<file path="src/hw/cfb_pkg.sv">
// constants, types and decode helpers for the filter bank configuration block
// assumes a 100 MHz single clock domain and byte addressing on the register bus
//
// Notes on behaviour
// - every receive mailbox register, the high data words of both receive fifos among them, is read-only.
// - the receive high data word shows message byte four in bits 7:0, then bytes five and six, byte seven in 31:24.
// - bit 0 of the filter control register clear means normal filtering, set means filter init mode.
// - bits 13:8 of filter control give the first bank owned by the second controller, over banks 0 to 27.
// - a start bank of 28 gives every bank to the first controller.
// - a start bank of 0 gives every bank to the second controller.
// - the live bits of filter control change only by software writes, never by hardware.
// - the match mode register holds one bit per bank in 27:0, clear for mask matching, set for list matching.
// - the scale register holds one bit per bank 0 to 27, clear for two 16-bit filters, set for one 32-bit filter.
// - the fifo select register holds one bit per filter in 27:0, clear routing to fifo 0, set to fifo 1.
// - mode, scale and fifo select accept writes only while filter init mode is set.

package cfb_pkg;

  localparam int ADDR_W = 10;
  localparam int DATA_W = 32;
  localparam int NUM_BANKS = 28;
  localparam int NUM_FIFOS = 2;
  localparam int MAILBOX_DEPTH = 3;
  localparam int SLOT_W = 2;
  localparam int START_W = 6;

  // register byte offsets
  localparam logic [ADDR_W-1:0] OFS_RX0_HIGH = 10'h1bc;
  localparam logic [ADDR_W-1:0] OFS_RX1_HIGH = 10'h1cc;
  localparam logic [ADDR_W-1:0] OFS_FILTER_CONTROL = 10'h200;
  localparam logic [ADDR_W-1:0] OFS_MATCH_MODE = 10'h204;
  localparam logic [ADDR_W-1:0] OFS_SCALE = 10'h20c;
  localparam logic [ADDR_W-1:0] OFS_FIFO_SELECT = 10'h214;

  // reset values
  localparam logic [DATA_W-1:0] RST_FILTER_CONTROL = 32'h2a1c0e01;
  localparam logic [DATA_W-1:0] RST_MATCH_MODE = 32'h00000000;
  localparam logic [DATA_W-1:0] RST_SCALE = 32'h00000000;
  localparam logic [DATA_W-1:0] RST_FIFO_SELECT = 32'h00000000;

  // field positions and masks
  localparam int POS_INIT_MODE = 0;
  localparam int POS_START_LSB = 8;
  localparam logic [DATA_W-1:0] FILTER_CONTROL_LIVE = 32'h00003f01;
  localparam logic [DATA_W-1:0] BANK_BITS_MASK = 32'h0fffffff;

  typedef enum logic [1:0] {
    ST_IDLE = 2'b00,
    ST_FETCH = 2'b01,
    ST_ANSWER = 2'b10
  } cfb_bus_state_t;

  typedef enum logic [2:0] {
    SEL_NONE = 3'b000,
    SEL_RX0 = 3'b001,
    SEL_RX1 = 3'b010,
    SEL_FILTER_CONTROL = 3'b011,
    SEL_MATCH_MODE = 3'b100,
    SEL_SCALE = 3'b101,
    SEL_FIFO_SELECT = 3'b110
  } cfb_reg_sel_t;

  // byte address to register select, misaligned or unknown gives none
  function automatic cfb_reg_sel_t cfb_decode(input logic [ADDR_W-1:0] addr);
    cfb_reg_sel_t sel;
    case (addr)
      OFS_RX0_HIGH: sel = SEL_RX0;
      OFS_RX1_HIGH: sel = SEL_RX1;
      OFS_FILTER_CONTROL: sel = SEL_FILTER_CONTROL;
      OFS_MATCH_MODE: sel = SEL_MATCH_MODE;
      OFS_SCALE: sel = SEL_SCALE;
      OFS_FIFO_SELECT: sel = SEL_FIFO_SELECT;
      default: sel = SEL_NONE;
    endcase
    return sel;
  endfunction : cfb_decode

endpackage : cfb_pkg

</file>
<file path="src/hw/cfb_mailbox_mem.sv">
// small memory holding the high data words of both receive fifos
// assumes one writer and one reader on the same clock; read data is registered
`timescale 1ns/1ps

module cfb_mailbox_mem #(
  parameter int WIDTH = 32,
  parameter int AW = 3
) (
  input wire logic clk,
  input wire logic rst_n,
  input wire logic wr_en,
  input wire logic [AW-1:0] wr_addr,
  input wire logic [WIDTH-1:0] wr_data,
  input wire logic [AW-1:0] rd_addr,
  output logic [WIDTH-1:0] rd_data
);

  logic [WIDTH-1:0] mem [0:(1<<AW)-1];

  // array has no reset: contents are undefined until a frame lands
  always_ff @(posedge clk) begin
    if (wr_en) begin
      mem[wr_addr] <= wr_data;
    end
  end

  // registered read port
  always_ff @(posedge clk or negedge rst_n) begin
    if (!rst_n) begin
      rd_data <= '0;
    end else begin
      rd_data <= mem[rd_addr];
    end
  end

endmodule : cfb_mailbox_mem

</file>
<file path="src/hw/cfb_filter_bank.sv">
// register slice of the dual-controller can filter: receive high data words
// and filter configuration, reached over an avalon-mm slave with waitrequest
// assumes the receive engine runs on clk and pushes words itself; no pin inputs
`timescale 1ns/1ps

module cfb_filter_bank #(
  parameter int NUM_BANKS = cfb_pkg::NUM_BANKS,
  parameter int MAILBOX_DEPTH = cfb_pkg::MAILBOX_DEPTH
) (
  input wire logic clk,
  input wire logic rst_n,
  // avalon-mm slave
  input wire logic [cfb_pkg::ADDR_W-1:0] avs_address,
  input wire logic avs_read,
  input wire logic avs_write,
  input wire logic [cfb_pkg::DATA_W-1:0] avs_writedata,
  input wire logic [3:0] avs_byteenable,
  output logic [cfb_pkg::DATA_W-1:0] avs_readdata,
  output logic avs_waitrequest,
  // receive engine side
  input wire logic rx_store_valid,
  input wire logic rx_store_fifo,
  input wire logic [cfb_pkg::DATA_W-1:0] rx_store_data,
  input wire logic [1:0] rx_release,
  output logic [1:0] rx_fifo_full,
  output logic [1:0] rx_fifo_pending,
  // configuration towards the matching logic
  output logic filter_init_mode,
  output logic [cfb_pkg::START_W-1:0] second_ctrl_start_bank,
  output logic [NUM_BANKS-1:0] bank_list_mode_bit,
  output logic [NUM_BANKS-1:0] bank_scale_bit,
  output logic [NUM_BANKS-1:0] bank_fifo_bit,
  output logic [NUM_BANKS-1:0] bank_second_ctrl
);

  localparam logic [1:0] DEPTH_CNT = 2'(MAILBOX_DEPTH);
  localparam logic [1:0] LAST_SLOT = 2'(MAILBOX_DEPTH - 1);

  cfb_pkg::cfb_bus_state_t state;
  cfb_pkg::cfb_reg_sel_t sel;
  cfb_pkg::cfb_reg_sel_t addr_sel;
  logic req_write;
  logic [cfb_pkg::DATA_W-1:0] req_data;
  logic [3:0] req_be;
  logic [1:0] wr_ptr [0:1];
  logic [1:0] rd_ptr [0:1];
  logic [1:0] count [0:1];
  logic [1:0] next_count [0:1];
  logic push_ok;
  logic [2:0] mem_wr_addr;
  logic [2:0] mem_rd_addr;
  logic [cfb_pkg::DATA_W-1:0] mem_rd_data;
  logic [cfb_pkg::DATA_W-1:0] filter_control_rd;
  logic [cfb_pkg::DATA_W-1:0] bank_word_mask;
  logic commit;
  logic commit_bank_reg;
  logic [cfb_pkg::DATA_W-1:0] mode_merged;
  logic [cfb_pkg::DATA_W-1:0] scale_merged;
  logic [cfb_pkg::DATA_W-1:0] fifo_sel_merged;

  // merge enabled byte lanes of new into old
  function automatic logic [31:0] be_merge(input logic [31:0] old_val, input logic [31:0] new_val,
                                           input logic [3:0] be);
    logic [31:0] res;
    res = old_val;
    for (int b = 0; b < 4; b++) begin
      if (be[b]) begin
        res[b*8 +: 8] = new_val[b*8 +: 8];
      end
    end
    return res;
  endfunction : be_merge

  // address decode of the live request
  assign addr_sel = cfb_pkg::cfb_decode(avs_address);
  assign bank_word_mask = cfb_pkg::BANK_BITS_MASK;

  // bank words with the enabled lanes of the pending write folded in
  assign mode_merged = be_merge({4'h0, bank_list_mode_bit}, req_data, req_be);
  assign scale_merged = be_merge({4'h0, bank_scale_bit}, req_data, req_be);
  assign fifo_sel_merged = be_merge({4'h0, bank_fifo_bit}, req_data, req_be);

  // ---------------------------------------------------------------- bus fsm
  // idle -> fetch (mailbox read issued) -> answer (waitrequest low one cycle)
  // every access takes the same path so the answer latency is fixed
  always_ff @(posedge clk or negedge rst_n) begin
    if (!rst_n) begin
      state <= cfb_pkg::ST_IDLE;
      avs_waitrequest <= 1'b1;
    end else begin
      case (state)
        cfb_pkg::ST_IDLE: begin
          if (avs_read || avs_write) begin
            state <= cfb_pkg::ST_FETCH;
          end
        end
        cfb_pkg::ST_FETCH: begin
          state <= cfb_pkg::ST_ANSWER;
          avs_waitrequest <= 1'b0;
        end
        cfb_pkg::ST_ANSWER: begin
          // master drops the request at this edge, so idle sees a fresh one
          state <= cfb_pkg::ST_IDLE;
          avs_waitrequest <= 1'b1;
        end
        default: begin
          state <= cfb_pkg::ST_IDLE;
          avs_waitrequest <= 1'b1;
        end
      endcase
    end
  end

  // request capture at acceptance
  always_ff @(posedge clk or negedge rst_n) begin
    if (!rst_n) begin
      sel <= cfb_pkg::SEL_NONE;
      req_write <= 1'b0;
      req_data <= '0;
      req_be <= 4'h0;
    end else if (state == cfb_pkg::ST_IDLE && (avs_read || avs_write)) begin
      sel <= addr_sel;
      req_write <= avs_write;
      req_data <= avs_writedata;
      req_be <= avs_byteenable;
    end
  end

  // writes land on the fetch -> answer edge
  assign commit = (state == cfb_pkg::ST_FETCH) && req_write;
  // bank registers are frozen outside init mode, the write is simply dropped
  assign commit_bank_reg = commit && filter_init_mode;

  // ---------------------------------------------------------------- filter control
  // only a bus write moves these; nothing in hardware touches them
  always_ff @(posedge clk or negedge rst_n) begin
    if (!rst_n) begin
      filter_init_mode <= cfb_pkg::RST_FILTER_CONTROL[cfb_pkg::POS_INIT_MODE];
      second_ctrl_start_bank <= cfb_pkg::RST_FILTER_CONTROL[cfb_pkg::POS_START_LSB +: cfb_pkg::START_W];
    end else if (commit && sel == cfb_pkg::SEL_FILTER_CONTROL) begin
      if (req_be[0]) begin
        filter_init_mode <= req_data[cfb_pkg::POS_INIT_MODE];
      end
      if (req_be[1]) begin
        second_ctrl_start_bank <= req_data[cfb_pkg::POS_START_LSB +: cfb_pkg::START_W];
      end
    end
  end

  // ---------------------------------------------------------------- bank registers
  // one bit per bank; reserved top nibble never stored
  always_ff @(posedge clk or negedge rst_n) begin
    if (!rst_n) begin
      bank_list_mode_bit <= cfb_pkg::RST_MATCH_MODE[NUM_BANKS-1:0];
    end else if (commit_bank_reg && sel == cfb_pkg::SEL_MATCH_MODE) begin
      bank_list_mode_bit <= mode_merged[NUM_BANKS-1:0];
    end
  end

  always_ff @(posedge clk or negedge rst_n) begin
    if (!rst_n) begin
      bank_scale_bit <= cfb_pkg::RST_SCALE[NUM_BANKS-1:0];
    end else if (commit_bank_reg && sel == cfb_pkg::SEL_SCALE) begin
      bank_scale_bit <= scale_merged[NUM_BANKS-1:0];
    end
  end

  always_ff @(posedge clk or negedge rst_n) begin
    if (!rst_n) begin
      bank_fifo_bit <= cfb_pkg::RST_FIFO_SELECT[NUM_BANKS-1:0];
    end else if (commit_bank_reg && sel == cfb_pkg::SEL_FIFO_SELECT) begin
      bank_fifo_bit <= fifo_sel_merged[NUM_BANKS-1:0];
    end
  end

  // ---------------------------------------------------------------- bank ownership
  // bank i goes to the second controller when i >= start bank; so 0 hands
  // over every bank and 28 or more keeps every bank on the first controller
  generate
    for (genvar i = 0; i < NUM_BANKS; i++) begin : g_owner
      always_ff @(posedge clk or negedge rst_n) begin
        if (!rst_n) begin
          bank_second_ctrl[i] <= 1'b0;
        end else begin
          bank_second_ctrl[i] <= (6'(i) >= second_ctrl_start_bank);
        end
      end
    end
  endgenerate

  // ---------------------------------------------------------------- receive fifos
  // a word arriving while its fifo is full is lost; the engine must watch full
  assign push_ok = rx_store_valid && !rx_fifo_full[rx_store_fifo];
  assign mem_wr_addr = {rx_store_fifo, wr_ptr[rx_store_fifo]};
  assign mem_rd_addr = {(addr_sel == cfb_pkg::SEL_RX1), rd_ptr[addr_sel == cfb_pkg::SEL_RX1]};

  generate
    for (genvar f = 0; f < 2; f++) begin : g_fifo
      logic push_here;
      logic pop_here;
      assign push_here = push_ok && (rx_store_fifo == 1'(f));
      assign pop_here = rx_release[f] && (count[f] != 2'h0);

      always_comb begin
        next_count[f] = count[f];
        if (push_here && !pop_here) begin
          next_count[f] = count[f] + 2'h1;
        end else if (pop_here && !push_here) begin
          next_count[f] = count[f] - 2'h1;
        end
      end

      // pointers wrap at the mailbox depth, not at the power of two
      always_ff @(posedge clk or negedge rst_n) begin
        if (!rst_n) begin
          wr_ptr[f] <= 2'h0;
          rd_ptr[f] <= 2'h0;
          count[f] <= 2'h0;
          rx_fifo_full[f] <= 1'b0;
          rx_fifo_pending[f] <= 1'b0;
        end else begin
          if (push_here) begin
            wr_ptr[f] <= (wr_ptr[f] == LAST_SLOT) ? 2'h0 : wr_ptr[f] + 2'h1;
          end
          if (pop_here) begin
            rd_ptr[f] <= (rd_ptr[f] == LAST_SLOT) ? 2'h0 : rd_ptr[f] + 2'h1;
          end
          count[f] <= next_count[f];
          rx_fifo_full[f] <= (next_count[f] == DEPTH_CNT);
          rx_fifo_pending[f] <= (next_count[f] != 2'h0);
        end
      end
    end
  endgenerate

  // word stored as delivered: byte four low lane up to byte seven high lane
  cfb_mailbox_mem #(
    .WIDTH(cfb_pkg::DATA_W),
    .AW(3)
  ) u_mem (
    .clk(clk),
    .rst_n(rst_n),
    .wr_en(push_ok),
    .wr_addr(mem_wr_addr),
    .wr_data(rx_store_data),
    .rd_addr(mem_rd_addr),
    .rd_data(mem_rd_data)
  );

  // ---------------------------------------------------------------- read back
  // reserved control bits read back their fixed reset pattern
  assign filter_control_rd = (cfb_pkg::RST_FILTER_CONTROL & ~cfb_pkg::FILTER_CONTROL_LIVE)
                           | {18'h0, second_ctrl_start_bank, 7'h0, filter_init_mode};

  // read data latched on the fetch -> answer edge and held until next answer;
  // mailbox writes never reach the memory, only the engine pushes it
  always_ff @(posedge clk or negedge rst_n) begin
    if (!rst_n) begin
      avs_readdata <= '0;
    end else if (state == cfb_pkg::ST_FETCH) begin
      if (req_write) begin
        avs_readdata <= '0;
      end else begin
        case (sel)
          cfb_pkg::SEL_RX0: avs_readdata <= (count[0] != 2'h0) ? mem_rd_data : '0;
          cfb_pkg::SEL_RX1: avs_readdata <= (count[1] != 2'h0) ? mem_rd_data : '0;
          cfb_pkg::SEL_FILTER_CONTROL: avs_readdata <= filter_control_rd;
          cfb_pkg::SEL_MATCH_MODE: avs_readdata <= {4'h0, bank_list_mode_bit} & bank_word_mask;
          cfb_pkg::SEL_SCALE: avs_readdata <= {4'h0, bank_scale_bit} & bank_word_mask;
          cfb_pkg::SEL_FIFO_SELECT: avs_readdata <= {4'h0, bank_fifo_bit} & bank_word_mask;
          default: avs_readdata <= '0;
        endcase
      end
    end
  end

endmodule : cfb_filter_bank

</file>
<file path="config.mk">
export PLATFORM = sky130hd
export DESIGN_NAME = cfb_filter_bank
export DESIGN_NICKNAME = d
export VERILOG_FILES = /design/src/hw/cfb_pkg.sv /design/src/hw/cfb_mailbox_mem.sv /design/src/hw/cfb_filter_bank.sv
export SDC_FILE = /design/constraint.sdc
export NUM_CORES = 1
export LEC_CHECK = 0
export BUFFER_PORTS_ARGS = -buffer_cell sky130_fd_sc_hd__buf_2
export CORE_MARGIN = 10
export CORE_UTILIZATION = 38
export DETAILED_ROUTE_END_ITERATION = 8
export SLEW_MARGIN = 15
export SYNTH_ARGS = -nofsm -noshare
export SYNTH_HDL_FRONTEND = slang
export SYNTH_SLANG_ARGS = --single-unit
</file>
<file path="constraint.sdc">
create_clock -name clk -period 4 [get_ports clk]
set_clock_uncertainty 0.15 [all_clocks]
set_input_delay 0 -clock clk [delete_from_list [all_inputs] [get_ports clk]]
set_output_delay 0 -clock clk [all_outputs]
set_load 0.05 [all_outputs]
</file>
== Word level (Yosys, flattened, before mapping) ==
Memories as Yosys holds them, arrays and structs flattened. A register that Yosys moved wholly into a read port is not among the register bits.
Index checks and enable logic that the tools add are counted.

* Register bits after elaboration: 206
* RAM bits: 256
* Input port bits: 86
* Output and inout bits: 156
* Word-level logic and storage cells: 191
* Memories: 1

{| class="wikitable"
|+ Memory list
! name !! depth !! bits a word !! read ports !! clocked after Yosys merged registers in !! wr ports !! RTL line !! source
|-
| u_mem.mem || 8 || 32 || 1 || 1 || 1 || cfb_mailbox_mem.sv:18 || <nowiki>logic [WIDTH-1:0] mem [0:(1<<AW)-1];</nowiki>
|}

* Add/sub/neg operators: 8
* Magnitude comparators: 31
* Equal/unequal tests: 21
* Multiplexer cells: 26
* Bitwise operators: 3
* Reduce and logical (&&, ||, !) cells: 42

{| class="wikitable"
|+ Operators by type and width
! cell !! number
|-
| $pmux W32 S6 || 1
|-
| $mux W32 || 3
|-
| $ge A5 B6 Y1 const A || 12
|-
| $ge A4 B6 Y1 const A || 8
|-
| $eq A10 B10 Y1 const B || 4
|-
| $mux W2 || 15
|-
| $reduce_and A2 Y1 || 14
|-
| $ge A3 B6 Y1 const A || 4
|-
| $eq A10 B9 Y1 const B || 2
|-
| $pmux W3 S6 || 1
|-
| $logic_and A1 B1 Y1 || 16
|-
| $add A2 B1 Y2 const B || 6
|-
| $eq A2 B2 Y1 const B || 6
|-
| $ge A1 B6 Y1 const A || 2
|-
| $ge A2 B6 Y1 const A || 2
|-
| $eq A3 B2 Y1 const B || 3
|-
| $eq A3 B3 Y1 const B || 3
|-
| $reduce_bool A2 Y1 || 4
|-
| $logic_not A1 Y1 || 6
|-
| $ge A2 B2 Y1 const B || 2
|-
| $mux W1 || 4
|-
| $not A1 Y2 || 2
|-
| $pmux W2 S2 || 1
|-
| $sub A2 B1 Y2 const B || 2
|-
| 8 further kinds || 8
|}

== Depth between registers and ports, before layout ==
Gate-level depths: netlist of run 1.

* Depth in word-level cells: 10
* Depth in mapped cells: 8
* Mapped depth without buffers: 6

== Modules after synthesis ==
From an unflattened synthesis of run 1, not the netlist that was laid out.

* Cells, all modules: 1192
* Area total of the unflattened synthesis: 19643.8 sq um

{| class="wikitable"
|+ By module, submodules not included
! module !! instances !! cells an instance !! area an instance (sq um)
|-
| cfb_mailbox_mem || 1 || 415 || 10626.4
|-
| cfb_filter_bank || 1 || 777 || 9017.4
|}

== Least setup slack after synthesis of run 1 ==
Ideal clock, no wire load.

* Path type: reg2reg
* Start: register rx_fifo_full[0]
* End: memory u_mem.mem[0][0], enable pin
* Setup time: 0.464 ns
* Arrival time: 3.478 ns
* Slack: -0.092 ns
* Stages on the path, launching flop included: 4
* Buffers on the path: 1
* Period minus slack after synthesis: 4.092 ns
* Cells stage by stage: dfrtp_1 or3b_2 clkbuf_1 nor3_1

* Cells in the longest elaborated chain, start to end: 6

{| class="wikitable"
|+ RTL lines
! what !! RTL line !! source
|-
| from (decl) || cfb_filter_bank.sv:25 || <nowiki>output logic [1:0] rx_fifo_full,</nowiki>
|-
| from (signal, indexed assignment) || cfb_filter_bank.sv:229 || <nowiki>rx_fifo_full[f] <= (next_count[f] == DEPTH_CNT);</nowiki>
|-
| $mux W1 (not written as such) (2 in series) || cfb_filter_bank.sv:193 || <nowiki>assign push_ok = rx_store_valid && !rx_fifo_full[rx_store_fifo];</nowiki>
|-
| $logic_not A1 Y1 || cfb_filter_bank.sv:193 ||
|-
| $logic_and A1 B1 Y1 || cfb_filter_bank.sv:193 ||
|-
| $mux W1 || cfb_mailbox_mem.sv:22 || <nowiki>if (wr_en) begin</nowiki>
|-
| $mux W1 (not written as such) || cfb_mailbox_mem.sv:23 || <nowiki>mem[wr_addr] <= wr_data;</nowiki>
|-
| to (decl) || cfb_mailbox_mem.sv:18 ||
|}

No other way between the ends. The select of a mux whose other input is x is not followed.

== Worst setup path in the final report of run 1 ==
* Start: register state[0]
* End: register sel[2]

* Cells in the longest elaborated chain, start to end: 2

{| class="wikitable"
|+ RTL lines
! what !! RTL line !! source
|-
| from (decl) || cfb_filter_bank.sv:39 || <nowiki>cfb_pkg::cfb_bus_state_t state;</nowiki>
|-
| from (signal assigned) || cfb_filter_bank.sv:88 || <nowiki>state <= cfb_pkg::ST_IDLE;</nowiki>
|-
| from (signal assigned) || cfb_filter_bank.sv:94 || <nowiki>state <= cfb_pkg::ST_FETCH;</nowiki>
|-
| from (signal assigned) || cfb_filter_bank.sv:98 || <nowiki>state <= cfb_pkg::ST_ANSWER;</nowiki>
|-
| $logic_not A2 Y1 || cfb_filter_bank.sv:121 || <nowiki>end else if (state == cfb_pkg::ST_IDLE && (avs_read || avs_write)) begin</nowiki>
|-
| $logic_and A1 B1 Y1 || cfb_filter_bank.sv:121 ||
|-
| to (signal assigned) || cfb_filter_bank.sv:117 || <nowiki>sel <= cfb_pkg::SEL_NONE;</nowiki>
|-
| to (signal assigned) || cfb_filter_bank.sv:122 || <nowiki>sel <= addr_sel;</nowiki>
|-
| to (decl) || cfb_filter_bank.sv:40 || <nowiki>cfb_pkg::cfb_reg_sel_t sel;</nowiki>
|}

No other way between the ends.
A chain may end at the register's enable or synchronous reset.

==> impl_metrics.csv, run 1 <==
group,metric,value,unit
layout,drive_above_1_share,0.409,
die,rows,82,
power,clockPowerShare,0.289,
place,hpwlAfterDp,33300,microns
global_route,antenna_found_initial,5,
clocking,clockBufferDepth,3,
drt,drt-wirelength-per-cell,23.3,microns
die,ios,242,
sta,tightest_slew,1.05,ns
sta,rsz0062_at_grt,"no",
power,p_int,10.9,mW
sta,tns,0,ns
global_route,grt_max_degree,100,
global_route,grt_overflow_total,0,
clocking,clkSinkCount,494,
die,die-area,60000,sq um
critical_path,r2r_end,"sel[2]",
status,outcome,"complete, no violations",
synth,synth_edf_count,256,
critical_path,path_class,"register to register",
power,p_leak,9.76,nW
clocking,root_buffer,"clkbuf_16",
sta,fin_crit,2.90,ns
synth,synthFlopType,"edfxtp_1",
sta,finalSetupViolCount,0,
power,power_density,695,nW/um^2
sta,slew_headroom,0.303,
drt,post-route-drc-count,0,
critical_path,r2r_slack,1.10,ns
layout,fillers,4386,
clocking,insertion_delay,0.60,ns
layout,instances_no_fill,2167,
clocking,path_clk_slew,0.06,ns
drt,via_per_inst,5.15,
synth,synth_cell_types,56,
drt,drt_iter0_markers,764,
die,initial_core_util,0.384,
layout,mostFrequentLayoutCells,"256 x edfxtp_1, 236 x buf_2, 228 x dfrtp_1",
layout,nets,1537,
die,core,50100,sq um
synth,netlist_instances,1108,
sta,fin_hold_ws,0.0272,ns
global_route,grt_pass1_wl,75900,microns
power,switching_power,5.71,mW
synth,synthesis.area,19200,sq um
place,placed_cells,1977,
power,seq_power_share,0.437,
global_route,grt_pass1_vias,11600,
sta,finalMaxSlewViolations,0,
layout,syn2layout_area_growth,24.4,%
synth,async_flop_share,0.482,
drt,wirelength,50500,microns
job,maxCapViolCount,0,
worst_hold_path,hold_path.class,"input port to register",
die,die_x,245,microns
clocking,post_cts.repair.setup_buffers,0,
synth,ys_seq_elements,494,
synth,yosysSeqAreaShare,0.709,
worst_hold_path,min_path_cells,3,
clocking,cts_tree,"built",
critical_path,regToRegStartpoint,"state[0]",
power,totalPowerFinal,16.6,mW
power,ir_worst_vdd,0.377,mV
critical_path,cp-end-kind,"register",
sta,post-route-period-util,0.724,
power,switching_share,0.344,
layout,final_common_cell,"edfxtp_1",
synth,syn_area_per_cell,17.4,sq um
clocking,htreeDepth,2,
critical_path,crit_end,"sel[2]",
global_route,track_usage,0.167,
die,die_h,245,microns
drt,dr_total_vias,11200,
critical_path,required,4.39,ns
critical_path,setup.worst_path.start,"state[0]",
sta,finalHoldViolCount,0,
critical_path,start_kind,"register",
synth,syn_nets,1196,
critical_path,r2r_cells,6,
sta,fmax,345,MHz
power,p_comb_frac,0.274,
clocking,cts_made_buffers,52,
critical_path,path_max_fanout,24,
place,place_congestion,0.737,
drt,drtPass1Iterations,6,
synth,yosysWarnings,0,
drt,ant_nets,0,
place,io_buffers,237,
critical_path,worstPathArrival,3.29,ns
-- power by group through the flow --
stage / Sequential (mW) / Clock, mW / Combinational [mW]
floorplan: 7.85 / 0 / 2.51
global placement: 7.32 / 0 / 4.47
detailed placement: 7.37 / 0 / 4.51
CTS: 7.27 / 4.92 / 4.63
global route: 7.40 / 5.12 / 4.91
finish: 7.26 / 4.81 / 4.55
-- worst min-delay path by stage --
stage / end / slack [ns] / from
2_1_floorplan: avs_readdata[0] / -0.45 / rst_n
3_3_place_gp: bank_second_ctrl[15] / -0.06 / rst_n
3_5_place_dp: bank_second_ctrl[15] / -0.05 / rst_n
4_1_cts: req_data[3] / 0.001 / avs_writedata[3]
5_1_grt: req_data[2] / 0.02 / avs_writedata[2]
6_report: req_data[19] / 0.03 / avs_writedata[19]
-- repair_timing --
action                    CTS  global route
resized for setup           0             0
hold buffers               90             0
hold endpoints to repair  503             0
-- worst max-delay path, cell delays in order, from the launching register on --
cell,delay (ns)
dfrtp_1,0.42
nor2_1,0.21
o21a_2,0.65
nand3_1,0.14
dlygate4sd3_1,0.59
o22ai_1,0.10
dlygate4sd3_1,0.56
-- layout make-up --
class                      count  area, sq um  area share
antenna                        2         5.00    0.000209
clock buffer                  71         1500      0.0629
clock inverter                27          235     0.00983
inverter                      16         60.1     0.00251
multi-input combinational    535         5300       0.222
sequential                   494        13700       0.571
tap                          672          841      0.0351
timing repair buffer         350         2320      0.0972
-- sequential cells by signal (all words and copies together), names as in the netlist --
register                flops
req_data                   28
u_mem.mem                 256
rx_fifo_full                2
wr_ptr                      4
bank_fifo_bit              28
rd_ptr                      4
count                       4
bank_scale_bit             28
avs_waitrequest             1
second_ctrl_start_bank      6
req_write                   1
bank_list_mode_bit         28
avs_readdata               32
req_be                      4
rx_fifo_pending             2
u_mem.rd_data              32
filter_init_mode            1
state                       2
sel                         3
bank_second_ctrl           28
-- metal layers --
| metal | vias to the layer above | track usage | part of all wire |
|---|---|---|---|
| li1 | 4945 | - | - |
| met1 | 5851 | 0.218 | 0.43 |
| met2 | 292 | 0.276 | 0.49 |
| met3 | 65 | 0.0391 | 0.059 |
| met4 | 2 | 0.0424 | 0.018 |
| met5 | - | 0 | 0.00020 |
-- cells in the mapped netlist (7+ instances only) --
cell | count | area [sq um]
a211oi_1 | 7 | 52.6
a21o_1 | 10 | 75.1
a21oi_1 | 13 | 65.1
a22oi_1 | 17 | 128
buf_2 | 19 | 95.1
clkbuf_1 | 38 | 143
dfrtp_1 | 233 | 5830
edfxtp_1 | 256 | 7690
inv_1 | 16 | 60.1
mux2_2 | 158 | 1780
mux2i_1 | 23 | 230
mux4_2 | 64 | 1440
nand2_1 | 49 | 184
nand3b_1 | 19 | 143
nor2_1 | 22 | 82.6
nor3_1 | 7 | 35.0
o21ai_0 | 52 | 260
-- cells by family (layout without fill, tap and decap cells) --
group	after synthesis	after routing	share of synthesized area
DFF	494	494	0.709
muxes	248	248	0.181
and+or+nand+nor	145	145	0.0429
AOI/OAI and AO/OA	133	133	0.0453
buffers and inverters	79	464	0.0168
xor gates and xnor gates	6	6	0.00273
adders and majority gates	3	3	0.00182
other	0	2	0
-- metrics by stage --
step | setup slack, ns | instance area, sq um | util
floorplan | 0.0214 | 19200 | -
CTS | 1.14 | 23900 | 0.478
global placement | 1.31 | 21300 | 0.425
global route | 0.924 | 23900 | 0.478
finish | 1.10 | 23900 | 0.478
detailed placement | 1.29 | 21300 | 0.425
No activity file was read; power rests on OpenSTA's default activity.
==> inputs of run 2 (changes only) <==
Clock period 4 ns to 2.6 ns, I/O delays scaled along.
==> impl_metrics.csv, run 2 (synthesis results as in run 1) <==
group,metric,value,unit
power,power_density,1080,nW/um^2
layout,largest_reg_flops,256,
critical_path,start_kind,"input port",
global_route,grt_max_degree,82,
layout,final_common_cell,"edfxtp_1",
die,core,50100,sq um
sta,finalHoldViolCount,0,
drt,drtPass1Iterations,5,
layout,largest_registers,"u_mem.mem x256, avs_readdata x32, u_mem.rd_data x32",
drt,dr_total_vias,11200,
global_route,grt_pass1_wl,76600,microns
drt,drt_iter0_markers,701,
clocking,postCtsHoldBufs,98,
layout,nets,1563,
drt,post-route-drc-count,0,
global_route,antenna_found_initial,10,
global_route,grt_pass1_vias,11700,
sta,finalMaxSlewViolations,0,
sta,post-route-period-util,0.911,
layout,post-route-cell-area,24400,sq um
sta,finalSetupViolCount,0,
critical_path,path_max_fanout,11,
status,outcome,"complete, no violations",
critical_path,setup.worst_path.start,"avs_address[2]",
critical_path,r2r_cells,6,
clocking,post_cts.repair.setup_buffers,0,
critical_path,required,2.93,ns
clocking,cts_made_buffers,52,
sta,rsz0062_at_grt,"no",
global_route,track_usage,0.168,
place,place_congestion,0.779,
worst_hold_path,hold_path.class,"input port to register",
layout,largest-register,"u_mem.mem",
clocking,htreeDepth,2,
critical_path,r2r_slack,0.32,ns
worst_hold_path,min_path_cells,3,
die,die-area,60000,sq um
critical_path,r2r_end,"sel[1]",
clocking,clockBufferDepth,3,
clocking,insertion_delay,0.60,ns
layout,syn2layout_area_growth,26.7,%
clocking,root_buffer,"clkbuf_16",
place,placed_area,21600,sq um
critical_path,worstPathArrival,2.70,ns
die,die_x,245,microns
die,die_h,245,microns
sta,tns,0,ns
clocking,clkSinkCount,494,
sta,tightest_slew,1.07,ns
sta,slew_headroom,0.288,
power,ir_worst_vdd,0.451,mV
clocking,cts_tree,"built",
critical_path,path_class,"input port to register",
critical_path,regToRegStartpoint,"state[0]",
die,initial_core_util,0.384,
job,maxCapViolCount,0,
clocking,path_clk_slew,0.06,ns
power,p_leak,9.97,nW
global_route,grt_overflow_total,0,
place,hpwlAfterDp,34700,microns
critical_path,crit_end,"sel[1]",
drt,drt-wirelength-per-cell,23.2,microns
drt,wirelength,50900,microns
sta,fmax,422,MHz
die,ios,242,
layout,mostFrequentLayoutCells,"256 x edfxtp_1, 236 x buf_2, 228 x dfrtp_1",
clocking,cts_resized,0,
place,io_buffers,237,
drt,ant_nets,0,
die,rows,82,
drt,via_per_inst,5.08,
layout,drive_above_1_share,0.414,
sta,fin_crit,2.37,ns
critical_path,cp-end-kind,"register",
-- run 2: cell type report --
type,count,area (sq um)
fillers,4314,25700
clock inverters,33,380
flip-flops and latches,494,13700
diodes,4,10.0
repair buffers,376,2670
clock buffers,65,1450
well taps,672,841
inverters,16,60.1
multi-input cells,535,5310
-- run 2: worst min-delay path by stage --
stage                 startpoint              endpoint  slack (ns)
6_report        avs_writedata[2]           req_data[2]        0.03
2_1_floorplan              rst_n       avs_readdata[0]       -0.45
3_3_place_gp               rst_n  bank_second_ctrl[27]       -0.09
3_5_place_dp               rst_n   bank_second_ctrl[1]       -0.09
4_1_cts         avs_writedata[2]           req_data[2]     0.00009
5_1_grt        avs_writedata[13]          req_data[13]        0.01
-- run 2: per-stage QoR --
step | power [mW] | worst slack [ns] | util | cells | hold WS, ns
3_5_place_dp | 18.5 | 0.406 | 0.431 | 1995 | -0.0890
4_1_cts | 26.6 | 0.261 | 0.487 | 2191 | 0.0000941
3_3_place_gp | 18.4 | 0.413 | 0.431 | 1995 | -0.0926
2_1_floorplan | 16.0 | 0.0276 | - | 1108 | -0.446
5_1_grt | 27.5 | 0.161 | 0.487 | 2192 | 0.0149
6_report | 26.3 | 0.231 | 0.487 | 2195 | 0.0271
-- run 2: power by group --
part           switching (mW)  total [mW]  internal, mW  leakage (nW)
Combinational            4.63        7.61          2.98          3.72
Sequential               1.08        10.8          9.77          5.34
Clock                    3.07        7.82          4.75         0.899
Total                    8.78        26.3          17.5          9.97
-- run 2: worst max-delay path: stages --
cell	delay [ns]
dlygate4sd3_1	0.58
buf_2	0.17
and4b_1	0.23
nand4_1	0.12
dlygate4sd3_1	0.56
buf_4	0.22
o311ai_0	0.15
dlygate4sd3_1	0.58
o21a_1	0.10
-- run 2: layer usage --
layer / up-vias / global-route usage / wire length [microns]
li1: 4988 / - / -
met1: 5787 / 0.215 / 21600
met2: 300 / 0.283 / 25300
met3: 67 / 0.0387 / 2960
met4: 10 / 0.0455 / 1020
met5: - / 0 / 66
